<file path="src/verilog/oer_pkg.sv">
// Purpose: shared constants for the optical echo/ring station handler
// Assumes: mclk at 40 MHz; line idle level is logic 1 (light off)
// Notes: times are kept in their own unit, cycle counts derived from them
`default_nettype none
package oer_pkg;
	localparam int unsigned CLK_PERIOD_NS = 25;
	localparam logic LINE_IDLE = 1'b1;

	// network kind selection
	localparam logic [1:0] NET_ECHO = 2'h0;
	localparam logic [1:0] NET_NOECHO = 2'h1;
	localparam logic [1:0] NET_RING = 2'h2;

	// idle gap that marks the end of a returning telegram (least time, rounded up)
	localparam int unsigned T_GAP_NS = 2750;
	localparam int unsigned GAP_CYC = (T_GAP_NS + CLK_PERIOD_NS - 1) / CLK_PERIOD_NS;
	// longest wait for the echo or ring return (rounded down)
	localparam int unsigned T_HOLD_US = 200;
	localparam int unsigned HOLD_CYC = (T_HOLD_US * 1000) / CLK_PERIOD_NS;
	// low level this long on the ring means a closed loop (least time, rounded up)
	localparam int unsigned T_STUCK_US = 100;
	localparam int unsigned STUCK_CYC = (T_STUCK_US * 1000 + CLK_PERIOD_NS - 1) / CLK_PERIOD_NS;

	localparam int unsigned CNT_W = 16;

	typedef enum logic [1:0] {
		OER_ST_IDLE = 2'h0,
		OER_ST_TX = 2'h1,
		OER_ST_HOLD = 2'h3,
		OER_ST_BREAK = 2'h2
	} oer_state_e;
endpackage
`default_nettype wire

</file>
<file path="src/verilog/oer_run_cnt.sv">
// Purpose: counts consecutive enabled cycles in which a condition holds
// Assumes: single clock domain, synchronous condition
// Notes: saturates at LIMIT so hit stays up until the condition drops
`timescale 1ns/1ps
`default_nettype none
module oer_run_cnt #(
	parameter int unsigned WIDTH = 16,
	parameter int unsigned LIMIT = 100
) (
	input wire logic mclk,
	input wire logic rst_n,
	input wire logic clk_en,
	input wire logic cond,
	output logic hit
);
	logic [WIDTH-1:0] cnt_ff;

	if (LIMIT < 1 || LIMIT >= (64'd1 << WIDTH)) begin : g_bad_limit
		$error("oer_run_cnt: LIMIT does not fit WIDTH");
	end

	always_ff @(posedge mclk or negedge rst_n) begin
		if (!rst_n) begin
			cnt_ff <= '0;
		end else if (clk_en) begin
			if (!cond)
				cnt_ff <= '0;
			else if (cnt_ff != WIDTH'(LIMIT))
				cnt_ff <= cnt_ff + WIDTH'(1);
		end
	end

	assign hit = (cnt_ff == WIDTH'(LIMIT));
endmodule
`default_nettype wire

</file>
<file path="src/verilog/oer_station.sv">
// Purpose: station-side signal handling between the data link bit streams and the optical lines
// Assumes: all inputs synchronous to mclk; net_kind and echo_ret_en are static
// Notes: outputs are registered, so every path adds one cycle of latency
`timescale 1ns/1ps
`default_nettype none
module oer_station
	import oer_pkg::*;
#(
	parameter int unsigned GAP_CYCLES = GAP_CYC,
	parameter int unsigned HOLD_CYCLES = HOLD_CYC,
	parameter int unsigned STUCK_CYCLES = STUCK_CYC
) (
	input wire logic mclk,
	input wire logic rst_n,
	input wire logic clk_en,
	input wire logic [1:0] net_kind,
	input wire logic echo_ret_en,
	input wire logic is_master,
	input wire logic dll_tx_en,
	input wire logic dll_txd,
	input wire logic opt_rxd,
	output logic dll_rxd,
	output logic opt_txd,
	output logic opt_ret,
	output logic link_ok,
	output logic ring_open
);
	oer_state_e state_ff, nxt_state;
	logic dll_rxd_ff, nxt_dll_rxd;
	logic opt_txd_ff, nxt_opt_txd;
	logic opt_ret_ff;
	logic link_ok_ff;
	logic echo_seen_ff;
	logic gap_hit, hold_hit, stuck_hit;

	if (GAP_CYCLES < 1 || HOLD_CYCLES <= GAP_CYCLES || STUCK_CYCLES < 1) begin : g_bad_timing
		$error("oer_station: timing parameters out of range");
	end
	if (HOLD_CYCLES >= (64'd1 << CNT_W) || STUCK_CYCLES >= (64'd1 << CNT_W)) begin : g_bad_width
		$error("oer_station: count too wide for counters");
	end

	// ----------------------------------------
	// run counters
	// ----------------------------------------
	oer_run_cnt #(.WIDTH(CNT_W), .LIMIT(GAP_CYCLES)) u_gap (
		.mclk(mclk),
		.rst_n(rst_n),
		.clk_en(clk_en),
		.cond(opt_rxd == LINE_IDLE),
		.hit(gap_hit)
	);

	oer_run_cnt #(.WIDTH(CNT_W), .LIMIT(HOLD_CYCLES)) u_hold (
		.mclk(mclk),
		.rst_n(rst_n),
		.clk_en(clk_en),
		.cond(state_ff == OER_ST_HOLD),
		.hit(hold_hit)
	);

	oer_run_cnt #(.WIDTH(CNT_W), .LIMIT(STUCK_CYCLES)) u_stuck (
		.mclk(mclk),
		.rst_n(rst_n),
		.clk_en(clk_en),
		.cond(opt_rxd != LINE_IDLE),
		.hit(stuck_hit)
	);

	// ----------------------------------------
	// transmit / hold sequencer
	// ----------------------------------------
	always_comb begin
		nxt_state = state_ff;
		case (state_ff)
			OER_ST_IDLE: begin
				if (dll_tx_en)
					nxt_state = OER_ST_TX;
				else if (net_kind == NET_RING && stuck_hit)
					nxt_state = OER_ST_BREAK;
			end
			OER_ST_TX: begin
				if (!dll_tx_en)
					nxt_state = (net_kind == NET_NOECHO) ? OER_ST_IDLE : OER_ST_HOLD;
			end
			OER_ST_HOLD: begin
				if (dll_tx_en)
					nxt_state = OER_ST_TX;
				else if ((echo_seen_ff && gap_hit) || hold_hit)
					nxt_state = OER_ST_IDLE;
			end
			OER_ST_BREAK: begin
				if (dll_tx_en)
					nxt_state = OER_ST_TX;
				else if (gap_hit)
					nxt_state = OER_ST_IDLE;
			end
			default: nxt_state = OER_ST_IDLE;
		endcase
	end

	always_ff @(posedge mclk or negedge rst_n) begin
		if (!rst_n)
			state_ff <= OER_ST_IDLE;
		else if (clk_en)
			state_ff <= nxt_state;
	end

	// ----------------------------------------
	// echo detection and link status
	// ----------------------------------------
	// echo may come any time in tx or hold
	always_ff @(posedge mclk or negedge rst_n) begin
		if (!rst_n)
			echo_seen_ff <= 1'b0;
		else if (clk_en) begin
			if (state_ff == OER_ST_IDLE || state_ff == OER_ST_BREAK)
				echo_seen_ff <= 1'b0;
			else if (opt_rxd != LINE_IDLE)
				echo_seen_ff <= 1'b1;
		end
	end

	// a missing echo only lowers the status, it never raises an error
	always_ff @(posedge mclk or negedge rst_n) begin
		if (!rst_n)
			link_ok_ff <= 1'b0;
		else if (clk_en) begin
			if (net_kind == NET_NOECHO)
				link_ok_ff <= 1'b0;
			else if (state_ff == OER_ST_HOLD && nxt_state != OER_ST_HOLD)
				link_ok_ff <= echo_seen_ff;
		end
	end

	// ----------------------------------------
	// data paths
	// ----------------------------------------
	always_comb begin
		nxt_dll_rxd = LINE_IDLE;
		nxt_opt_txd = LINE_IDLE;
		case (state_ff)
			OER_ST_IDLE: begin
				nxt_dll_rxd = opt_rxd;
				if (net_kind == NET_RING)
					nxt_opt_txd = opt_rxd;
			end
			OER_ST_TX: begin
				nxt_opt_txd = dll_txd;
				if (net_kind == NET_NOECHO && is_master)
					nxt_dll_rxd = dll_txd;
			end
			OER_ST_HOLD: begin
				nxt_dll_rxd = LINE_IDLE;
				nxt_opt_txd = LINE_IDLE;
			end
			OER_ST_BREAK: begin
				nxt_dll_rxd = LINE_IDLE;
				nxt_opt_txd = LINE_IDLE;
			end
			default: begin
				nxt_dll_rxd = LINE_IDLE;
				nxt_opt_txd = LINE_IDLE;
			end
		endcase
	end

	always_ff @(posedge mclk or negedge rst_n) begin
		if (!rst_n) begin
			dll_rxd_ff <= LINE_IDLE;
			opt_txd_ff <= LINE_IDLE;
		end else if (clk_en) begin
			dll_rxd_ff <= nxt_dll_rxd;
			opt_txd_ff <= nxt_opt_txd;
		end
	end

	always_ff @(posedge mclk or negedge rst_n) begin
		if (!rst_n)
			opt_ret_ff <= LINE_IDLE;
		else if (clk_en)
			opt_ret_ff <= echo_ret_en ? opt_rxd : LINE_IDLE;
	end

	logic ring_open_ff;
	always_ff @(posedge mclk or negedge rst_n) begin
		if (!rst_n)
			ring_open_ff <= 1'b0;
		else if (clk_en)
			ring_open_ff <= (net_kind == NET_RING) && (nxt_state == OER_ST_TX || nxt_state == OER_ST_HOLD);
	end

	assign dll_rxd = dll_rxd_ff;
	assign opt_txd = opt_txd_ff;
	assign opt_ret = opt_ret_ff;
	assign link_ok = link_ok_ff;
	assign ring_open = ring_open_ff;
endmodule
`default_nettype wire

</file>
<file path="config.mk">
export PLATFORM = sky130hd
export DESIGN_NAME = oer_station
export DESIGN_NICKNAME = d
export VERILOG_FILES = /design/src/verilog/oer_pkg.sv /design/src/verilog/oer_run_cnt.sv /design/src/verilog/oer_station.sv
export SDC_FILE = /design/constraint.sdc
export NUM_CORES = 1
export LEC_CHECK = 0
export BUFFER_PORTS_ARGS = -buffer_cell sky130_fd_sc_hd__buf_2
export CAP_MARGIN = 30
export CORE_ASPECT_RATIO = 0.5
export CORE_MARGIN = 1
export CORE_UTILIZATION = 55
export CTS_CLUSTER_DIAMETER = 120
export DETAILED_ROUTE_END_ITERATION = 8
export PLACE_DENSITY_LB_ADDON = 0.25
export REMOVE_ABC_BUFFERS = 1
export SYNTH_ARGS = -nofsm -noshare
export SYNTH_HDL_FRONTEND = slang
export SYNTH_SLANG_ARGS = --single-unit
</file>
<file path="constraint.sdc">
create_clock -name mclk -period 1.84 [get_ports mclk]
set_input_delay 0.092 -clock mclk [delete_from_list [all_inputs] [get_ports mclk]]
set_output_delay 0.092 -clock mclk [all_outputs]
set_load 0.01 [all_outputs]
</file>
* After elaboration in Yosys (flattened, before gate mapping)
Cells that the tools add are included.
Cells by class: reductions and logical operators 17, $add $sub $neg 3, equal/unequal tests 17, mux-type cells 24
Operators with widths (number):
- 16-bit 2-to-1 mux | 6
- 16-bit by 1-bit adder with 16-bit output (second input constant) | 3
- 16-bit by 12-bit equality test with 1-bit output (second input constant) | 1
- 16-bit by 13-bit equality test with 1-bit output (second input constant) | 1
- 16-bit by 7-bit equality test with 1-bit output (second input constant) | 1
- 2-bit 2-to-1 mux | 8
- 16-bit by 12-bit inequality test with 1-bit output (second input constant) | 1
- 16-bit by 13-bit inequality test with 1-bit output (second input constant) | 1
- 16-bit by 7-bit inequality test with 1-bit output (second input constant) | 1
- 2-bit AND reduction | 5
- 2-bit equality test (second input constant) | 4
- 2-bit case mux with 4 select lines | 1
- 1-bit 2-to-1 mux | 7
- 2-bit by 1-bit equality test with 1-bit output (second input constant) | 3
- 1-bit case mux with 3 select lines | 2
- 1-bit logical AND | 5
- 2-bit by 1-bit inequality test with 1-bit output (second input constant) | 2
- 2-bit inequality test (second input constant) | 2
- 2-bit nonzero test | 2
- 1-bit logical OR | 3
- 2-bit zero test | 1
- 2-bit OR reduction | 1
Storage, ports and cells: output and inout bits 5, bits in registers 56, logic and storage cells 71

* Longest topological paths before layout
Gate-level depths: netlist of the first run.
depth after elaboration 10, depth in mapped cells 8, depth with buffers taken out 7

* Hierarchy
A second synthesis of the first run with hierarchy kept.
Second synthesis, totals: cell total of the unflattened synthesis 386, area total of the unflattened synthesis 3552.2 um2
By module, submodules not included:
- oer_run_cnt (u_stuck) | area an instance 1064.8 um2, sequential area each 400.4 um2, cells an instance 112, times used 1
- oer_run_cnt (u_gap) | area an instance 1023.5 um2, sequential area each 400.4 um2, cells an instance 114, times used 1
- oer_run_cnt (u_hold) | area an instance 987.2 um2, sequential area each 400.4 um2, cells an instance 108, times used 1
- oer_station | area an instance 476.7 um2, sequential area each 203.9 um2, cells an instance 52, times used 1

* Least setup slack after synthesis of the first run
No wires, ideal clock.
kind register to register, start point register u_gap.cnt_ff[0], end point register link_ok_ff (netlist: link_ok), library setup time 0.127 ns, setup slack 0.213 ns, clock period less this slack 1.627 ns, buffers on the path 0, data arrival time 1.500 ns, data required time 1.713 ns, cell stages (with the launch flop) 8, cell sequence dfrtp_1 -> inv_1 -> ha_1 -> nor3b_1 -> nand4_1 -> a32oi_1 -> o221a_2 -> o21ai_1
Between the ends: word-level cells in the longest chain between the ends 10, elaborated cells on any way between the ends 12
Ends and longest elaborated chain:
- start, declared | RTL line oer_run_cnt.sv:16 | logic [WIDTH-1:0] cnt_ff;
- start signal, assigned | RTL line oer_run_cnt.sv:29 | cnt_ff <= cnt_ff + WIDTH'(1);
- 16-bit by 7-bit equality test with 1-bit output (*) | RTL line oer_run_cnt.sv:33 | assign hit = (cnt_ff == WIDTH'(LIMIT));
- 1-bit logical AND | RTL line oer_station.sv:89 | else if ((echo_seen_ff && gap_hit) || hold_hit)
- 1-bit logical OR | RTL line oer_station.sv:89
- 2-bit 2-to-1 mux | RTL line oer_station.sv:89
- 2-bit 2-to-1 mux | RTL line oer_station.sv:87 | if (dll_tx_en)
- 2-bit case mux with 4 select lines (*) | RTL line oer_station.sv:75 | case (state_ff)
- 2-bit inequality test (*) | RTL line oer_station.sv:131 | else if (state_ff == OER_ST_HOLD && nxt_state != OER_ST_HOLD)
- 1-bit logical AND (*) | RTL line oer_station.sv:131
- 2-bit nonzero test (no source line) (*)
- 2-bit AND reduction (no source line) (*)
- end signal, assigned | RTL line oer_station.sv:132 | link_ok_ff <= echo_seen_ff;
- end, declared | RTL line oer_station.sv:32 | logic link_ok_ff;
Mark *: on every way between the ends. The rest lies on a longest branch, timed or not. A chain may end at the register's enable or synchronous reset.

* Worst setup path after layout of the first run
start point register u_stuck.cnt_ff[0], end point register u_stuck.cnt_ff[0]
Between the ends: word-level cells in the longest chain between the ends 3, elaborated cells on any way between the ends 6
Ends and longest elaborated chain (RTL line):
- start, declared | oer_run_cnt.sv:16
- start signal, assigned | oer_run_cnt.sv:29
- 16-bit by 1-bit adder with 16-bit output / 16-bit by 12-bit inequality test with 1-bit output (equally long branches) | oer_run_cnt.sv:29, oer_run_cnt.sv:28
- 16-bit 2-to-1 mux / 2-bit nonzero test (equally long branches)
- 16-bit 2-to-1 mux / 2-bit AND reduction (equally long branches)
Several ways; a longest one is shown, not always the timed one. The select of a mux whose other input is x is not followed.

==> results of run 1 <==
[sequential cells by signal, indices dropped and copies added (netlist names)]
| signal | flops |
|---|---|
| u_gap.cnt_ff | 16 |
| u_hold.cnt_ff | 16 |
| u_stuck.cnt_ff | 16 |
| state_ff | 2 |
| dll_rxd | 1 |
| echo_seen_ff | 1 |
| link_ok | 1 |
| opt_ret | 1 |
| opt_txd | 1 |
| ring_open | 1 |
[through the flow]
| stage | setup WS [ns] | total power, W | area, um^2 |
|---|---|---|---|
| 3_5_place_dp | 0.00522 | 0.00184 | 3350 |
| 2_1_floorplan | 0.213 | 0.00163 | 3060 |
| 5_1_grt | -0.0445 | 0.00301 | 3600 |
| 3_3_place_gp | 0.122 | 0.00182 | 3350 |
| 4_1_cts | 0.00447 | 0.00286 | 3520 |
| 6_report | 0.0803 | 0.00286 | 3600 |
[cells in the final DEF, fill, tap and decap left out, drive strengths merged, types with 14 or more instances in the layout]
cell type and count:
inv 15, nand4 20, dfrtp 53, o21ai 19, a21oi 18, nand3 14, nor2 50, nand2 22
nor3 15, xor2 15, buf 31
[where the power goes]
part | switching [W] | internal (W) | total, W
registers | 0.0000686 | 0.00131 | 0.00137
clock network | 0.000422 | 0.000581 | 0.00100
logic | 0.000276 | 0.000210 | 0.000486
[timing repair]
item	4_1_cts	5_1_grt
cloned	0	0
resized for setup	0	9
hold buffers	2	0
setup endpoints to repair	2	10
pin swaps	1	6
endpoints found under the hold margin	13	0
buffers inserted	0	2
[area by class of cell]
cell class	count	area (um^2)	area share [%]
Inverter	16	60.1	1.67
Clock buffer	8	156	4.35
Sequential cell	56	1410	39.1
Tap cell	73	91.3	2.54
Timing Repair Buffer	33	230	6.40
Multi-Input combinational cell	256	1650	46.0
[final timing paths]
check / endpoint / slack (ns) / cells past startpoint
setup / recovery: u_stuck.cnt_ff[0]$_DFFE_PN0P_ / 0.08 / 7
hold / removal: dll_rxd$_DFFE_PN1P_ / 0.13 / 4
setup reg to reg: u_stuck.cnt_ff[0]$_DFFE_PN0P_ / 0.08 / 7
hold reg to reg: opt_txd$_DFFE_PN1P_ / 0.49 / 2
max in group asynchronous: opt_ret$_DFFE_PN1P_ / 1.02 / 3
min in group asynchronous: u_hold.cnt_ff[12]$_DFFE_PN0P_ / 0.22 / 2
[cells by family (layout without fill, tap and decap cells)]
family	count (synthesis)	in the layout	share of synthesized area (%)
AND/OR/NAND/NOR	159	159	27.4
AO/OA/AOI/OAI	60	60	12.3
flip-flops	56	56	44.7
buffers and inverters	30	57	4.46
XOR/XNOR	28	28	7.81
adder cells (fa/ha/maj)	6	6	2.39
multiplexers	3	3	0.956
[metal layers]
layer	track usage (%)	vias up	wire length, um
li1	-	1271	-
met5	0	-	0
met3	5.79	7	204
met2	40.3	46	3160
met1	33.3	1282	3360
met4	7.92	0	70
[tightest hold or removal path: cells and delay by family]
kind,cells,cell delay [ns]
buffers and inverters,1,0.07
AND/OR/NAND/NOR,1,0.09
AO/OA/AOI/OAI,2,0.16
==> flow_summary.toml, run 1 <==
[cells_and_area]
drive_above_1_share_pct = 16.3
antenna_cells = 0
finalNonFillerCells = 442
final_util_pct = 65.5
fill_cells = 438
syn_to_final_growth_pct = 14.5
nets = 384

[power_and_ir_drop]
p_leak_nw = 1.60
p_per_area_nw_per_um2 = 796
peakVddDrop_v = 0.000438

[detailed_routing]
num_vias = 2606
dr.pass1.iters = 4
routedWlPerCell_um = 15.4
viasPerCell = 5.90
antenna_left = 0
drt_wl_total_um = 6790
drt_iter0_markers = 109
drcViolationCount = 0

[die]
die-area_um2 = 6040
coreArea_um2 = 5490
row_count = 19
die_w_um = 109
die_y_um = 55.4
start_util_pct = 57.2
io_pins = 15

[clock_network]
htree_levels = 2
clock_latency_ns = 0.30
cts_max_path_buffers = 2
cts_tree = "built"
cts_sinks = 56
clockRootBuffer = "clkbuf_16"
cts_buffers = 5
clkTransAtPathRegs_ns = 0.07

[worst_setup_path]
critPathMaxStageDelay_ns = 0.42
crit_path_max_fanout = 5
reg2reg_from = "u_stuck.cnt_ff[0]$_DFFE_PN0P_"
criticalPathCategory = "flop to flop"
crit_arrival_ns = 1.95
critPathSlowestCell = "dfrtp_1"
cp-end-kind = "flop"
start_kind = "flop"
startpoint = "u_stuck.cnt_ff[0]$_DFFE_PN0P_"
cp_data_required_time_ns = 2.03
path_delay_family = "simple AND/OR/NAND/NOR gates"
worstPathCellList = "inv_1 > ha_1 > nor4bb_4 > nand4_1 > o21ai_2 > nor3_1 > a21o_1"
crit_buf_inv = 1

[grt]
grt_antenna_before_repair = 0
grt_max_degree = 45
first_global_vias = 2571
gr-total-overflow = 0
grt_first_pass_wirelength_um = 11700
grt_usage_pct = 25.0

[timing]
max_freq_ghz = 0.568
slew_violations = 0
finalSetupViolations = 0
tightest_slew_ns = 0.500
whs_ns = 0.129
setup_tns_ns = 0
fin_crit_sh_pct = 95.6
skew_ns = 0.00735
min_period_ns = 1.76
slew_headroom_pct = 66.7
hold_viol_final = 0

[place]
place_congestion = 0.907
io_buffers = 14
placed_cells_incl_taps = 430
dp_hpwl_um = 4670

[run_status]
status = "completed"

[synthesis]
synth.avg_cell_area_um2 = 9.19
synth_flop_cell = "dfrtp_1"
netlist_top_cells_area = "dfrtp_1 (42%), nor2_1 (5.9%), xor2_1 (4.2%)"
yosys.area.top_type_share_pct = 42.2
synth_common_cells = "dfrtp_1 (53), nor2_1 (49), nand2_1 (22), a21oi_1 (18), nand4_1 (18)"
syn_inst = 342
synth_area_leader_cell = "dfrtp_1"
seq_area_frac_synth_pct = 44.7
ys_types = 57
synth_edf_count = 0
yosysWarnings = 0
synthesis.area_um2 = 3140
ys_ff_latch = 56
async_flop_share_pct = 100
synth_most_common_cell = "dfrtp_1"

[worst_hold_path]
hp-start = "is_master"
min_path_type = "primary input to flop"

[run]
drv_cap = 0
(Power assumes the default switching activity.)
==> run 2: changes to the inputs <==
- CORE_MARGIN: 1 -> unset
- PLACE_DENSITY: unset -> 0.69
- PLACE_DENSITY_LB_ADDON: 0.25 -> unset
- SYNTH_HIERARCHICAL: unset -> 1
==> run 2 against run 1 <==
  * The flow now finishes with violations (setup timing)
  * Combinational power is 51% higher
  * Critical path depth is 1 lower
  * Wire length is 40% higher
==> flow_summary.toml, run 2 <==
[synthesis]
synth-xor-area-share_pct = 0
seq_area_frac_synth_pct = 39.6
ys_ff_latch = 56
synth_most_common_cell = "dfrtp_1"
yosys.area.top_type_share_pct = 37.3
synth_area_leader_cell = "dfrtp_1"
synth_top_family_by_area = "simple AND/OR/NAND/NOR gates"
async_flop_share_pct = 100
syn_inst = 386
synthMuxAreaShare_pct = 1.13
netlist_top_cells_area = "dfrtp_1 (37%), nand2_1 (4.9%), o31ai_1 (3.8%)"
synth_edf_count = 0
ys_types = 68
synth_common_cells = "dfrtp_1 (53), nand2_1 (46), inv_1 (19)"
synth_compound_area_share_pct = 24.4
synthesis.area_um2 = 3550
yosysWarnings = 6
synth-simple-area-share_pct = 27.5
synth-adder-area-share_pct = 2.11
synth.avg_cell_area_um2 = 9.20
synth_flop_cell = "dfrtp_1"

[worst_setup_path]
crit_end = "state_ff[1]$_DFFE_PN0P_"
cp_data_required_time_ns = 2.03
reg2reg_from = "u_gap/cnt_ff[14]$_DFFE_PN0P_"
reg2regPathDepth = 6
r2r-end = "state_ff[1]$_DFFE_PN0P_"
criticalPathCategory = "flop to flop"
startpoint = "u_gap/cnt_ff[14]$_DFFE_PN0P_"
path_delay_family = "simple AND/OR/NAND/NOR gates"
critPathSlowestCell = "or4_4"
start_kind = "flop"
critical_path_depth = 6
crit_path_max_fanout = 6
worstPathCellList = "or4_4 > nor4_4 > buf_6 > nand3b_1 > a32oi_2 > o21ai_2"
crit_buf_inv = 1
crit_arrival_ns = 2.14
critPathMaxStageDelay_ns = 0.54
r2r_slack_ns = -0.11
cp-end-kind = "flop"

[place]
place_congestion = 0.895
placed_area_um2 = 4090
io_buffers = 14
placed_cells_incl_taps = 532
dp_hpwl_um = 6660
pre_cts_ws_ns = -0.105

[die]
row_count = 20
die_w_um = 116
coreArea_um2 = 6160
die-area_um2 = 6800
io_pins = 15
die_y_um = 58.8
start_util_pct = 57.7

[cells_and_area]
fill_cells = 478
nets = 479
final_common_cell = "buf_4"
antenna_cells = 0
final_cell_mix = "buf_4 (65), dfrtp_1 (53), nand2_1 (44)"
stdcell_area_um2 = 4550
finalNonFillerCells = 552
drive_above_1_share_pct = 33.8
syn_to_final_growth_pct = 28.1
largestRegisters = "u_gap/cnt_ff: 16 flops, u_hold/cnt_ff: 16 flops, u_stuck/cnt_ff: 16 flops"

[grt]
first_global_vias = 3377
gr-total-overflow = 0
grt_usage_pct = 29.4
grt_first_pass_wirelength_um = 15400
grt_max_degree = 18
grt_antenna_before_repair = 0

[timing]
grt_setup_unrepaired = "true"
whs_ns = 0.0921
tightest_slew_ns = 0.447
hold_viol_final = 0
finalWorstSetupSlack_ns = -0.110
slew_violations = 0
fin_crit_sh_pct = 106
finalSetupViolations = 10
max_freq_ghz = 0.513
slew_headroom_pct = 70.1
min_period_ns = 1.95
skew_ns = 0.00560

[detailed_routing]
routedWlPerCell_um = 17.2
drt_iter0_markers = 423
antenna_left = 0
dr.pass1.iters = 5
drt_wl_total_um = 9480
num_vias = 3490
viasPerCell = 6.32
drcViolationCount = 0

[clock_network]
cts_buffers = 5
clock_latency_ns = 0.30
clockRootBuffer = "clkbuf_16"
cts_sinks = 56
cts_max_path_buffers = 2
clkTransAtPathRegs_ns = 0.07
htree_levels = 2
cts_tree = "built"

[power_and_ir_drop]
p_leak_nw = 2.03
peakVddDrop_v = 0.000328
p_per_area_nw_per_um2 = 687

[run_status]
violations = "setup timing"
status = "finished, violations left"

[run]
drv_cap = 0

[worst_hold_path]
min_path_type = "primary input to flop"
[run 2: changes by cell type in the layout (fill, tap and decap cells not counted), moves of 7 or more]
cell,previous run,this run
buf_4,16,65
nor3_1,15,2
o21ai_1,3,10
a31oi_1,1,9
nor2_1,49,18
nand2_1,22,44
o21ai_2,1,9
xor2_1,15,0
buf_6,0,8
xnor2_1,13,0
o31ai_1,1,13
[run 2: routing by layer]
layer | vias up | wire [um] | part of all wire [%] | track usage, %
met3 | 17 | 421 | 4.4 | 4.63
met2 | 110 | 4770 | 50 | 52.6
met4 | 0 | 97 | 1.0 | 9.52
met1 | 1721 | 4190 | 44 | 37.0
li1 | 1642 | - | - | -
met5 | - | 0 | 0 | 0
[run 2: worst register-to-register path: stages, from the launching register on]
cell and delay (ns):
dfrtp_1 0.39, or4_4 0.55, nor4_4 0.27, buf_6 0.16
nand3b_1 0.13, a32oi_2 0.27, o21ai_2 0.07
[run 2: cell families after synthesis]
kind of cell | after synthesis
DFF | 56
and+or+nand+nor | 161
muxes | 4
AOI/OAI and AO/OA | 120
buffers and inverters | 39
adders and majority gates | 6
[run 2: final cells by class]
class	instances	area, um^2	area share [%]
clock inverters	2	10.0	0.220
repair buffers	89	668	14.7
flip-flops and latches	56	1410	30.9
multi-input cells	291	2140	47.1
clock buffers	6	139	3.05
inverters	20	75.1	1.65
well taps	88	110	2.42
[run 2: metrics by stage]
stage | util, % | total power (W) | TNS (ns)
after detailed placement | 66.5 | 0.00206 | -0.490
final | 73.9 | 0.00313 | -0.654
after global routing | 73.9 | 0.00327 | -1.91
after global placement | 66.5 | 0.00203 | -0.128
after CTS | 70.9 | 0.00310 | -0.915
after floorplan | - | 0.00176 | -2.03
[run 2: worst min-delay path by stage]
stage,cells after the start,endpoint,startpoint,slack (ns)
after global routing,3,state_ff[0]$_DFFE_PN0P_,dll_tx_en,0.09
after CTS,3,state_ff[0]$_DFFE_PN0P_,dll_tx_en,0.06
after floorplan,0,echo_seen_ff$_DFFE_PN0P_,rst_n,-0.20
after global placement,1,u_stuck/cnt_ff[8]$_DFFE_PN0P_,rst_n,0.02
after detailed placement,1,u_stuck/cnt_ff[8]$_DFFE_PN0P_,rst_n,0.01
final,3,state_ff[0]$_DFFE_PN0P_,dll_tx_en,0.09
[run 2: power by group]
| group | internal [W] | switching [W] | total, W |
|---|---|---|---|
| sequential | 0.00133 | 0.0000785 | 0.00140 |
| combinational | 0.000327 | 0.000408 | 0.000735 |
| clock | 0.000538 | 0.000450 | 0.000989 |
| total | 0.00219 | 0.000937 | 0.00313 |
[run 2: timing repair]
item	CTS	global route
pin swaps	11	20
hold buffers	2	0
setup endpoints to repair	19	29
setup buffers	6	4
gates resized for setup	20	38
gates cloned	1	0
hold endpoints to repair	13	0
